===== config.mk =====
export PLATFORM = sky130hd
export DESIGN_NAME = card_reader_port
export DESIGN_NICKNAME = d
export VERILOG_FILES = /design/src/hdl/card_reader_pkg.sv /design/src/hdl/column_fifo.sv /design/src/hdl/card_reader_port.sv
export VERILOG_INCLUDE_DIRS = /design/src /design/src/hdl
export SDC_FILE = /design/constraint.sdc
export NUM_CORES = 1
export LEC_CHECK = 0
export BUFFER_PORTS_ARGS = -buffer_cell sky130_fd_sc_hd__buf_2
export CORE_MARGIN = 4
export CORE_UTILIZATION = 30
export CTS_BUF_LIST = sky130_fd_sc_hd__clkbuf_2 sky130_fd_sc_hd__clkbuf_4 sky130_fd_sc_hd__clkbuf_8
export CTS_CLUSTER_SIZE = 12
export DETAILED_ROUTE_END_ITERATION = 10
export REMOVE_ABC_BUFFERS = 1
export SLEW_MARGIN = 20
export SYNTH_ARGS = -nofsm -noshare
export SYNTH_HDL_FRONTEND = slang
export SYNTH_SLANG_ARGS = --single-unit

===== constraint.sdc =====
create_clock -name clk_sys -period 3.57 [get_ports clk_sys]
set_clock_uncertainty 0.05 [all_clocks]
set_input_delay 0 -clock clk_sys [delete_from_list [all_inputs] [get_ports clk_sys]]
set_output_delay 0 -clock clk_sys [all_outputs]
set_load 0.005 [all_outputs]

===== src/hdl/card_reader_defs.svh =====
// Constants for the card reader host port: field positions and codes
`ifndef CARD_READER_DEFS_SVH
`define CARD_READER_DEFS_SVH
// Command field (address bits 1:0)
`define CMD_READ_DATA 2'h0
`define CMD_LEVEL_ONE 2'h1
`define CMD_ILLEGAL 2'h2
`define CMD_LEVEL_TWO 2'h3
// Address fields
`define ADDR_STATION_HI 5
`define ADDR_STATION_LO 6
`define ADDR_EQUIP_LSB 7
`define ADDR_EQUIP_MSB 10
`define ADDR_CONV_LSB 11
`define ADDR_CONV_MSB 15
`define ADDR_GUARD 0
// Director function bits
`define FN_CLEAR_ALL 0
`define FN_CLEAR_IRQ 1
`define FN_REQ_DATA 2
`define FN_REQ_EOP 3
`define FN_REQ_ALARM 4
`define FN_FEED 7
// Level-one status bits
`define ST_READY 0
`define ST_BUSY 1
`define ST_IRQ 2
`define ST_DATA 3
`define ST_EOP 4
`define ST_ALARM 5
`define ST_LOST 6
`define ST_GUARD 7
`define ST_NOT_READY 9
// Fixed words
`define LEVEL_TWO_WORD 16'h0000
`define COLUMN_WIDTH 12
`define FIFO_DEPTH 32
`endif


===== src/hdl/card_reader_pkg.sv =====
// Types shared by the card reader host port
`default_nettype none
package card_reader_pkg;
    typedef struct packed {
        logic rd;
        logic wr;
        logic [15:0] addr;
        logic [15:0] wdata;
    } chan_req_t;
    typedef struct packed {
        logic reply;
        logic reject;
        logic [15:0] rdata;
    } chan_rsp_t;
    typedef struct packed {
        logic data;
        logic eop;
        logic alarm;
        logic common;
    } irq_lines_t;
    typedef enum logic [1:0] {
        CARD_IDLE,
        CARD_FEEDING,
        CARD_LOCKED
    } card_state_t;
endpackage
`default_nettype wire


===== src/hdl/column_fifo.sv =====
// Column word FIFO with valid/ready on both sides
`timescale 1ns/1ps
`default_nettype none
module column_fifo #(
    parameter int WIDTH = 12,
    parameter int DEPTH = 32
) (
    input wire logic clk_sys,
    input wire logic resetn,
    input wire logic clear,
    input wire logic in_valid,
    output logic in_ready,
    input wire logic [WIDTH-1:0] in_data,
    output logic out_valid,
    input wire logic out_ready,
    output logic [WIDTH-1:0] out_data
);
    localparam int AW = $clog2(DEPTH);
    logic [WIDTH-1:0] mem [DEPTH];
    logic [AW-1:0] wp_r;
    logic [AW-1:0] rp_r;
    logic [AW:0] cnt_r;
    logic push;
    logic pop;

    assign in_ready = (cnt_r != (AW+1)'(DEPTH));
    assign out_valid = (cnt_r != '0);
    assign out_data = mem[rp_r];
    assign push = in_valid && in_ready;
    assign pop = out_valid && out_ready;

    always_ff @(posedge clk_sys) begin
        if (push) begin
            mem[wp_r] <= in_data;
        end
    end

    always_ff @(posedge clk_sys or negedge resetn) begin
        if (!resetn) begin
            wp_r <= '0;
            rp_r <= '0;
            cnt_r <= '0;
        end else if (clear) begin
            wp_r <= '0;
            rp_r <= '0;
            cnt_r <= '0;
        end else begin
            if (push) begin
                wp_r <= wp_r + 1'b1;
            end
            if (pop) begin
                rp_r <= rp_r + 1'b1;
            end
            if (push && !pop) begin
                cnt_r <= cnt_r + 1'b1;
            end else if (pop && !push) begin
                cnt_r <= cnt_r - 1'b1;
            end
        end
    end
endmodule
`default_nettype wire


===== src/hdl/card_reader_port.sv =====
// Host channel control, status and interrupt logic of the card reader port
`timescale 1ns/1ps
`default_nettype none
`include "card_reader_defs.svh"
// Notes on behaviour
// - Clears reset alarm interrupt response
// - Unused function bits ignored, bit 8 included
// - Feed bit starts a reader feed cycle
// - Early feed truncates card, no end interrupt
// - Feed wins over clear controller
// - Level-one status read always replies
// - Status bit 0 shows reader ready
// - Busy from feed until end of operation
// - Status bit 2 shows any interrupt
// - Data interrupt is request and data
// - End interrupt is request and end status
// - Alarm interrupt is request and alarm
// - Common interrupt ORs the three lines
// - Data bit until host reads word
// - End status set when card finished
// - Alarm on ready loss or lost data
// - Lost data blocks transfers until clear or feed
// - Guard absent: only guarded instructions accepted
// - Status reads never rejected for guard
// - Level-one bits 8, 10-15 read zero
// - Not-ready bit inverts ready bit
// - Level-two read replies with zero word
// - Respond only on matching equipment, zero converter
// - Data read replies only when data valid
// - Not ready rejects all writes but clears, requests
module card_reader_port (
    input wire logic clk_sys,
    input wire logic resetn,
    input wire logic master_clear,
    input wire card_reader_pkg::chan_req_t chan_req,
    output card_reader_pkg::chan_rsp_t chan_rsp,
    output card_reader_pkg::irq_lines_t irq,
    input wire logic [3:0] equip_jumpers,
    input wire logic write_guard_jumper,
    input wire logic reader_ready,
    input wire logic col_strobe,
    input wire logic [`COLUMN_WIDTH-1:0] col_data,
    input wire logic card_done,
    output logic feed
);
    import card_reader_pkg::*;

    // ==========================================
    // Pin synchronisers
    logic [1:0] rdy_s;
    logic [1:0] stb_s;
    logic [1:0] done_s;
    logic [1:0] grd_s;
    logic [3:0] eq_s1;
    logic [3:0] eq_s2;
    logic rdy_d;
    logic stb_d;
    logic done_d;
    logic [`COLUMN_WIDTH-1:0] col_s1;
    logic [`COLUMN_WIDTH-1:0] col_s2;

    always_ff @(posedge clk_sys or negedge resetn) begin
        if (!resetn) begin
            rdy_s <= '0;
            stb_s <= '0;
            done_s <= '0;
            grd_s <= '0;
            eq_s1 <= '0;
            eq_s2 <= '0;
            col_s1 <= '0;
            col_s2 <= '0;
        end else begin
            rdy_s <= {rdy_s[0], reader_ready};
            stb_s <= {stb_s[0], col_strobe};
            done_s <= {done_s[0], card_done};
            grd_s <= {grd_s[0], write_guard_jumper};
            eq_s1 <= equip_jumpers;
            eq_s2 <= eq_s1;
            col_s1 <= col_data;
            col_s2 <= col_s1;
        end
    end

    always_ff @(posedge clk_sys or negedge resetn) begin
        if (!resetn) begin
            rdy_d <= 1'b0;
            stb_d <= 1'b0;
            done_d <= 1'b0;
        end else begin
            rdy_d <= rdy_s[1];
            stb_d <= stb_s[1];
            done_d <= done_s[1];
        end
    end

    logic ready;
    logic strobe_pulse;
    logic done_pulse;
    logic ready_fall;
    logic guarded;
    assign ready = rdy_s[1];
    assign strobe_pulse = stb_s[1] && !stb_d;
    assign done_pulse = done_s[1] && !done_d;
    assign ready_fall = rdy_d && !rdy_s[1];
    // Jumper out means protected state
    assign guarded = !grd_s[1];

    // ==========================================
    // Access decode
    function automatic logic station_ok(input logic [15:0] a);
        station_ok = a[`ADDR_STATION_HI] && !a[`ADDR_STATION_LO];
    endfunction

    logic selected;
    logic access;
    logic guard_ok;
    logic [1:0] cmd;
    logic [15:0] fn;
    logic do_fn;
    logic do_read_data;
    logic fn_only_clr_req;
    logic fifo_valid;
    logic lost_r;
    logic [`COLUMN_WIDTH-1:0] fifo_data;

    assign selected = (chan_req.addr[`ADDR_EQUIP_MSB:`ADDR_EQUIP_LSB] == eq_s2)
        && (chan_req.addr[`ADDR_CONV_MSB:`ADDR_CONV_LSB] == '0);
    assign access = (chan_req.rd || chan_req.wr) && selected;
    assign guard_ok = !guarded || chan_req.addr[`ADDR_GUARD];
    assign cmd = chan_req.addr[1:0];
    assign fn = chan_req.wdata;
    // Only clears and interrupt requests (bits 5,6,8+ ignored)
    assign fn_only_clr_req = !fn[`FN_FEED];
    assign do_fn = access && chan_req.wr && cmd == `CMD_LEVEL_ONE
        && guard_ok && station_ok(chan_req.addr)
        && (ready || fn_only_clr_req);
    assign do_read_data = access && chan_req.rd && cmd == `CMD_READ_DATA
        && guard_ok && station_ok(chan_req.addr) && fifo_valid
        && !lost_r;

    logic clr_all;
    logic clr_irq;
    logic feed_cmd;
    assign feed_cmd = do_fn && fn[`FN_FEED];
    // Feed takes precedence: the clear-all is suppressed
    assign clr_all = master_clear
        || (do_fn && fn[`FN_CLEAR_ALL] && !fn[`FN_FEED]);
    assign clr_irq = clr_all || (do_fn && fn[`FN_CLEAR_IRQ]);

    // ==========================================
    // Card transport state
    card_state_t card_r;
    logic busy_r;
    logic eop_r;
    logic alarm_r;

    always_ff @(posedge clk_sys or negedge resetn) begin
        if (!resetn) begin
            card_r <= CARD_IDLE;
        end else if (feed_cmd) begin
            // Early feed locks out rest of old card
            card_r <= (card_r == CARD_IDLE) ? CARD_FEEDING : CARD_LOCKED;
        end else if (clr_all) begin
            card_r <= CARD_IDLE;
        end else begin
            case (card_r)
                CARD_IDLE: card_r <= CARD_IDLE;
                CARD_FEEDING: if (done_pulse) card_r <= CARD_IDLE;
                CARD_LOCKED: if (done_pulse) card_r <= CARD_FEEDING;
                default: card_r <= CARD_IDLE;
            endcase
        end
    end

    assign busy_r = (card_r != CARD_IDLE);
    assign feed = busy_r;

    // End of operation only for the last card read
    always_ff @(posedge clk_sys or negedge resetn) begin
        if (!resetn) begin
            eop_r <= 1'b0;
        end else if (card_r == CARD_FEEDING && done_pulse && !feed_cmd) begin
            eop_r <= 1'b1;
        end else if (clr_all || feed_cmd) begin
            eop_r <= 1'b0;
        end
    end

    // ==========================================
    // Column data path
    logic push;
    logic fifo_ready;
    logic fifo_clear;
    assign push = strobe_pulse && card_r == CARD_FEEDING && !lost_r;
    assign fifo_clear = clr_all || feed_cmd;

    // Lost data: column arrives while buffer still full
    always_ff @(posedge clk_sys or negedge resetn) begin
        if (!resetn) begin
            lost_r <= 1'b0;
        end else if (push && !fifo_ready) begin
            lost_r <= 1'b1;
        end else if (clr_all || feed_cmd) begin
            lost_r <= 1'b0;
        end
    end

    column_fifo #(
        .WIDTH(`COLUMN_WIDTH),
        .DEPTH(`FIFO_DEPTH)
    ) u_fifo (
        .clk_sys(clk_sys),
        .resetn(resetn),
        .clear(fifo_clear),
        .in_valid(push),
        .in_ready(fifo_ready),
        .in_data(col_s2),
        .out_valid(fifo_valid),
        .out_ready(do_read_data),
        .out_data(fifo_data)
    );

    // Alarm on ready loss or lost data; set wins over clear
    always_ff @(posedge clk_sys or negedge resetn) begin
        if (!resetn) begin
            alarm_r <= 1'b0;
        end else if (ready_fall || (push && !fifo_ready)) begin
            alarm_r <= 1'b1;
        end else if (clr_all) begin
            alarm_r <= 1'b0;
        end
    end

    // ==========================================
    // Interrupt requests
    logic req_data_r;
    logic req_eop_r;
    logic req_alarm_r;

    // Request beats clear in one write
    always_ff @(posedge clk_sys or negedge resetn) begin
        if (!resetn) begin
            req_data_r <= 1'b0;
            req_eop_r <= 1'b0;
            req_alarm_r <= 1'b0;
        end else begin
            if (do_fn && fn[`FN_REQ_DATA]) begin
                req_data_r <= 1'b1;
            end else if (clr_irq) begin
                req_data_r <= 1'b0;
            end
            if (do_fn && fn[`FN_REQ_EOP]) begin
                req_eop_r <= 1'b1;
            end else if (clr_irq) begin
                req_eop_r <= 1'b0;
            end
            if (do_fn && fn[`FN_REQ_ALARM] && !master_clear) begin
                req_alarm_r <= 1'b1;
            end else if (clr_irq) begin
                req_alarm_r <= 1'b0;
            end
        end
    end

    logic data_st;
    assign data_st = fifo_valid && !lost_r;
    assign irq.data = req_data_r && data_st;
    assign irq.eop = req_eop_r && eop_r;
    assign irq.alarm = req_alarm_r && alarm_r;
    assign irq.common = irq.data || irq.eop || irq.alarm;

    // ==========================================
    // Status words and answers
    logic [15:0] status_one;
    always_comb begin
        status_one = 16'h0000;
        status_one[`ST_READY] = ready;
        status_one[`ST_BUSY] = busy_r;
        status_one[`ST_IRQ] = irq.common;
        status_one[`ST_DATA] = data_st;
        status_one[`ST_EOP] = eop_r;
        status_one[`ST_ALARM] = alarm_r;
        status_one[`ST_LOST] = lost_r;
        status_one[`ST_GUARD] = guarded;
        status_one[`ST_NOT_READY] = !ready;
    end

    logic ok;
    logic [15:0] word;
    always_comb begin
        ok = 1'b0;
        word = 16'h0000;
        if (chan_req.rd && cmd == `CMD_LEVEL_ONE) begin
            ok = 1'b1;
            word = status_one;
        end else if (chan_req.rd && cmd == `CMD_LEVEL_TWO) begin
            ok = 1'b1;
            word = `LEVEL_TWO_WORD;
        end else if (chan_req.rd && cmd == `CMD_READ_DATA) begin
            ok = do_read_data;
            word = {{(16-`COLUMN_WIDTH){1'b0}}, fifo_data};
        end else if (chan_req.wr) begin
            ok = do_fn;
        end
    end

    always_ff @(posedge clk_sys or negedge resetn) begin
        if (!resetn) begin
            chan_rsp <= '0;
        end else begin
            chan_rsp.reply <= access && ok;
            chan_rsp.reject <= access && !ok;
            chan_rsp.rdata <= (access && ok && chan_req.rd) ? word : 16'h0000;
        end
    end
endmodule
`default_nettype wire


Word level (Yosys, flattened, before mapping)
Memory sizes are Yosys's and may differ from the RTL's.
Index checks and enable logic that the tools add are counted.
W data, S select, Z words.
{"block": "word_totals", "ff_bits": 85, "latchBits": 0, "mem_bits_rw": 384, "rom_bits": 0, "inputBits": 57, "out_inout_bits": 23, "elab_cells": 150, "memories": 1}
{"memory": "u_fifo.mem", "words": 32, "word_bits": 12, "read_ports": 1, "rd_ports_with_merged_regs": 0, "wr": 1, "line_no": "column_fifo.sv:19", "rtl": "logic [WIDTH-1:0] mem [DEPTH];"}
{"block": "classes", "add_sub_neg": 4, "n_mul": 0, "n_div": 0, "magnitude_cmp": 0, "eq_ne": 8, "n_shift": 0, "mux": 32, "n_bitwise": 0, "reduce_logical": 81}
{"cell": "$logic_and A1 B1 Y1", "n": 44}
{"cell": "$mux W12", "n": 3}
{"cell": "$mux W5", "n": 4}
{"cell": "$mux W6", "n": 3}
{"cell": "$reduce_bool A2 Y1", "n": 9}
{"cell": "$mux W16", "n": 1}
{"cell": "$mux W1", "n": 15}
{"cell": "$logic_not A1 Y1", "n": 13}
{"cell": "$add A5 B1 Y5 const B", "n": 2}
{"cell": "$mux W2", "n": 5}
{"cell": "$logic_or A1 B1 Y1", "n": 9}
{"cell": "$ne A4 B4 Y1 const B", "n": 2}
{"cell": "$add A6 B1 Y6 const B", "n": 1}
{"cell": "$ne A6 B6 Y1 const B", "n": 1}
{"cell": "$reduce_bool A6 Y1", "n": 1}
{"cell": "$sub A6 B1 Y6 const B", "n": 1}
{"cell": "$logic_not A5 Y1", "n": 1}
{"cell": "$eq A2 B1 Y1 const B", "n": 2}
{"cell": "$eq A2 B2 Y1 const B", "n": 2}
{"cell": "$eq A4 B4 Y1", "n": 1}
{"cell": "$logic_not A2 Y1", "n": 2}
{"cell": "$pmux W2 S2", "n": 1}
{"cell": "$reduce_bool A3 Y1", "n": 1}
{"cell": "$reduce_and A2 Y1", "n": 1}

Longest topological paths before layout
{"block": "logic_depth", "word_depth": 15, "mapped_depth": 13, "depth_no_buf": 12}

Cells and area by module
Synthesis repeated with hierarchy kept, for this count alone.
{"block": "unflattened", "hier_cells": 1027, "area_unflattened_um2": 18261.3}
{"module": "column_fifo", "n_inst": 1, "cells_each": 847, "area_each_um2": 15941.5, "seq_area_each_um2": 11931.4}
{"module": "card_reader_port", "n_inst": 1, "cells_each": 180, "area_each_um2": 2319.7, "seq_area_each_um2": 1626.6}

Least setup slack after synthesis
OpenSTA, ideal clock, no wires.
{"block": "synth_path", "kind": "reg2reg", "startpoint": "reg eq_s2[3]", "endpoint": "reg u_fifo.cnt_r[5]", "setup_ns": 0.086, "t_arrival_ns": 2.724, "required_time_ns": 3.434, "setup_slack_ns": 0.710, "stages_incl_launch_ff": 13, "n_path_buf": 1, "synth_period_minus_slack_ns": 2.860, "path_cell_list": "dfrtp_1 xor2_1 nor4_2 nand4b_2 buf_4 nand2_1 ha_1 a211oi_1 o21bai_1 a21o_1 and3_1 o21a_1 nor3_1"}
{"block": "synth_via", "elab_chain_len": 14, "word_cells_on_any_way": 26, "cone_classes": "eq/ne (1); mux (2); reduce/logical (23)"}
{"element": "from (decl)", "line_no": "card_reader_port.sv:55", "rtl": "logic [3:0] eq_s2;"}
{"element": "from (signal assigned)", "line_no": "card_reader_port.sv:78", "rtl": "eq_s2 <= eq_s1;"}
{"element": "$eq A4 B4 Y1 *", "line_no": "card_reader_port.sv:126", "rtl": "assign selected = (chan_req.addr[`ADDR_EQUIP_MSB:`ADDR_EQUIP_LSB] == eq_s2)"}
{"element": "$logic_and A1 B1 Y1 *", "line_no": "card_reader_port.sv:126"}
{"element": "$logic_and A1 B1 Y1 *", "line_no": "card_reader_port.sv:128", "rtl": "assign access = (chan_req.rd || chan_req.wr) && selected;"}
{"element": "$logic_and A1 B1 Y1", "line_no": "card_reader_port.sv:137", "rtl": "assign do_read_data = access && chan_req.rd && cmd == `CMD_READ_DATA"}
{"element": "$logic_and A1 B1 Y1 (no source line)"}
{"element": "$logic_and A1 B1 Y1 (4 in a row)", "line_no": "card_reader_port.sv:137"}
{"element": "$logic_and A1 B1 Y1", "line_no": "column_fifo.sv:30", "rtl": "assign pop = out_valid && out_ready;"}
{"element": "$logic_not A1 Y1", "line_no": "column_fifo.sv:54", "rtl": "if (push && !pop) begin"}
{"element": "$logic_and A1 B1 Y1", "line_no": "column_fifo.sv:54"}
{"element": "$mux W6", "line_no": "column_fifo.sv:54"}
{"element": "$mux W6", "line_no": "column_fifo.sv:43", "rtl": "end else if (clear) begin"}
{"element": "to (signal assigned)", "line_no": "column_fifo.sv:55", "rtl": "cnt_r <= cnt_r + 1'b1;"}
{"element": "to (signal assigned)", "line_no": "column_fifo.sv:57", "rtl": "cnt_r <= cnt_r - 1'b1;"}
{"element": "to (decl)", "line_no": "column_fifo.sv:22", "rtl": "logic [AW:0] cnt_r;"}
Mark *: on every way between the ends. The rest lies on a longest branch, timed or not.
A chain may end at the register's enable or synchronous reset.

Worst setup path in the final report
{"block": "layout_path", "startpoint": "reg u_fifo.rp_r[0]", "endpoint": "reg chan_rsp[2] in the netlist's numbering"}
{"block": "layout_via", "elab_chain_len": 5}
{"element": "from (decl)", "line_no": "column_fifo.sv:21", "rtl": "logic [AW-1:0] rp_r;"}
{"element": "from (signal assigned)", "line_no": "column_fifo.sv:52", "rtl": "rp_r <= rp_r + 1'b1;"}
{"element": "$mem_v2 Z32 W12"}
{"element": "$mux W12", "line_no": "card_reader_port.sv:299", "rtl": "end else if (chan_req.rd && cmd == `CMD_READ_DATA) begin"}
{"element": "$mux W12", "line_no": "card_reader_port.sv:296", "rtl": "end else if (chan_req.rd && cmd == `CMD_LEVEL_TWO) begin"}
{"element": "$mux W12", "line_no": "card_reader_port.sv:293", "rtl": "if (chan_req.rd && cmd == `CMD_LEVEL_ONE) begin"}
{"element": "$mux W16", "line_no": "card_reader_port.sv:313", "rtl": "chan_rsp.rdata <= (access && ok && chan_req.rd) ? word : 16'h0000;"}
{"element": "to (decl)", "line_no": "card_reader_port.sv:36", "rtl": "output card_reader_pkg::chan_rsp_t chan_rsp,"}
No other way between the ends.

==> results.md <==
* Crit path time final at roughly 3.2 ns
* GRT overflow at 0
* Initial DRC Count at approximately 780
* Inst Count DP at ~1800
* Die width at 253 um
* Ys flop type: edfxtp_1
* CP Capture Type: register
* P_leak at 7.38 nW
* FFs w/ async S/R, synth at between 10% and 20%
* DP HPWL at about 24000 um
* Worst-skew pair later-pin latency at between 0.6 and 0.7 ns
* Total Nets Final at roughly 1200
* Most area-consuming cells after synthesis: edfxtp_1 (64%), mux4_2 (13%), dfrtp_1 (11%)
* Reg2Reg Launch Point: u_fifo.rp_r[0]
* Total placed instance area at 0.0195 sq mm
* Tot GR Track Use at between 10% and 20%
* Max_cap viols at 0
* CP Launch Type: register
* Core Footprint at between 0.05 and 0.06 sq mm
* Power Density at just under 500 mW/mm^2
* Count of flip-flops with a built-in enable after synthesis at 384
* Clk root buf: clkbuf_8
* Crit-path max FO at 20
* WL per Instance at between 20 and 25 um
* Num CTS Buffers at 74
* DRC errors left at 0
* Hold Path Class: in -> reg
* Setup TNS at 0 ns
* Clock-pin slew on the worst setup and hold paths at roughly 0.060 ns
* Register area share after synthesis at between 70% and 80%
* Largest area contributor in the netlist: edfxtp_1
* Vias in the first global route at just under 10000
* RSZ-0062 raised after global routing: no
* Fillers at about 5500
* Initial core utilization at 30.5%
* Die height at 253 um
* Hold Vio Cnt, Final at 0
* First-pass GRT wire length at about 62000 um
* Final setup violation count at 0
* H-tree Lvls at 3
* Cells after synthesis at roughly 920
* CP startpoint: u_fifo.rp_r[0]
* Worst slew margin at between 20% and 30%
* CTS tree: done
* Worst slew pin tran at ~1.1 ns
* Via count at 9264
* Yosys reg bits at 465
* Max Root-Sink Buffers at 3
* Critical path data required time at approximately 4.0 ns
* Die footprint at between 0.06 and 0.07 sq mm
* Initial antenna violation count at 0
* Final Util at a little over a third
* Drt first pass iters at 4
* Status: finished, final reports clean
* Cell Rows at between 80 and 90
* Tcrit/Tclk final at between 90% and 100%
* Post-CTS Setup Bufs at 0
* IO Pins at 80
* Mean Syn Cell Area at slightly below 20 sq um
* Setup ws final at roughly 0.32 ns
* Clock net sink count at 465
* Ant. Diodes at 0
* Warnings from Yosys at 0
* Fmax at between 300 and 400 MHz
* Syn Std Cell Area at 0.0180 sq mm
* Area fraction of the dominant cell type after synthesis at a little under two thirds
* Fin area at 0.0216 sq mm
* GPL Wtd Cong at approximately 0.83
* Peak VDD IR at 0.214 mV
* Hold wc startpoint: chan_req[29]
* Area grow syn2layout at 19.9%
* Largest net degree at the start of global routing at 56
* Port Buffers at 62
* Post-Layout Cell Count at just under 2000
* Max-slew violations at 0
* Crit Path Category: reg -> reg
* Drt total wl at slightly above 40000 um
* Final antenna-violating net count at 0
* CP arrival at 3.68 ns
* DR vias/cell at around 4.8
* Share of cells above drive strength 1 at a little under a third
* Number of distinct library cells after synthesis at 55
* DP Worst Slack at 0.0777 ns
## cell usage in the layout, fill, tap and decap left out, types with 23 or more instances in the layout
cell type      instances
buf_2                 61
mux2i_1               24
clkbuf_4              23
dlygate4sd3_1         62
mux4_2               106
nor2_1                74
buf_4                 49
edfxtp_1             384
clkbuf_8              86
dfrtp_1               67
nand2_1               32
## sequential cells by signal (all words and copies together), names as in the netlist, 4 cells and up
register / flops
u_fifo.mem: 384
chan_rsp: 14
col_s1: 12
col_s2: 12
u_fifo.cnt_r: 6
u_fifo.rp_r: 5
u_fifo.wp_r: 5
eq_s1: 4
eq_s2: 4
## power by group
| part | internal [W] | switching [W] | leakage (nW) |
|---|---|---|---|
| Sequential | 0.00590 | 0.0000810 | 4.46 |
| Clock | 0.00258 | 0.00200 | 0.807 |
| Combinational | 0.0000699 | 0.0000637 | 2.11 |
| Total | 0.00855 | 0.00214 | 7.38 |
## metrics by stage
step           power (W)  hold WS [ns]
6_report          0.0107        0.0555
2_1_floorplan    0.00608        -0.346
4_1_cts           0.0108       0.00675
3_5_place_dp     0.00619        0.0593
3_3_place_gp     0.00618        0.0579
5_1_grt           0.0111        0.0673
## routing by layer
metal / GRT usage [%] / routed length, um / up-vias
li1: - / - / 4059
met1: 17.8 / 18400 / 4839
met2: 20.9 / 19700 / 318
met3: 2.66 / 2450 / 48
met4: 4.14 / 780 / 0
met5: 0 / 0 / -
## kinds of logic (layout without fill, tap and decap cells)
logic type / count (synthesis) / in the layout / share of synthesized area, %
flip-flops: 465 / 465 / 75.1
AND/OR/NAND/NOR: 170 / 170 / 4.52
multiplexers: 132 / 132 / 14.7
buffers and inverters: 62 / 319 / 1.82
AO/OA/AOI/OAI: 59 / 59 / 2.27
XOR/XNOR: 16 / 16 / 0.818
adder cells (fa/ha/maj): 10 / 10 / 0.735
other: 1 / 4 / 0.0208
## critical path, stage by stage, from the launching register on
cell,delay (ns)
dfrtp_4,0.71
mux4_2,0.61
mux4_2,0.53
nor2b_1,0.16
a31oi_1,0.24
a2bb2oi_1,0.18
nor2_1,0.06
dlygate4sd3_1,0.56
## repair_timing
item | 4_1_cts | 5_1_grt
setup endpoints to repair | 0 | 1
hold buffers | 63 | 0
endpoints found under the hold margin | 111 | 0
resized for setup | 0 | 1
## path summary, 6_finish.rpt
check / end / slack (ns) / depth (start not counted)
setup reg to reg: chan_rsp[2] / 0.32 / 7
min in group asynchronous: eop_r / 0.41 / 3
hold reg to reg: col_s2[10] / 0.30 / 0
setup / recovery: chan_rsp[2] / 0.32 / 7
hold / removal: eop_r / 0.06 / 5
max in group asynchronous: col_s2[11] / 2.36 / 4
## cells in the mapped netlist (6+ instances only)
library cell  number
xor2_1             8
nand3b_1           6
a211oi_1           7
mux2i_1           24
nor2b_1            7
nor3_1            16
clkbuf_1          16
a21oi_1           13
buf_2             11
o21ai_0            7
ha_1               9
inv_1             14
edfxtp_1         384
nand2_1           32
buf_4             14
dfrtp_1           81
nor2_1            74
mux4_2           106
xnor2_1            7
## final cells by class
class / instances / area, sq um / share of cell area (%)
well taps: 773 / 967 / 4.47
clock inverters: 21 / 153 / 0.705
multi-input cells: 391 / 4170 / 19.3
clock buffers: 109 / 1360 / 6.27
inverters: 14 / 52.6 / 0.243
repair buffers: 175 / 1350 / 6.26
flip-flops and latches: 465 / 13600 / 62.8
Power figures use the tool's default switching activity.
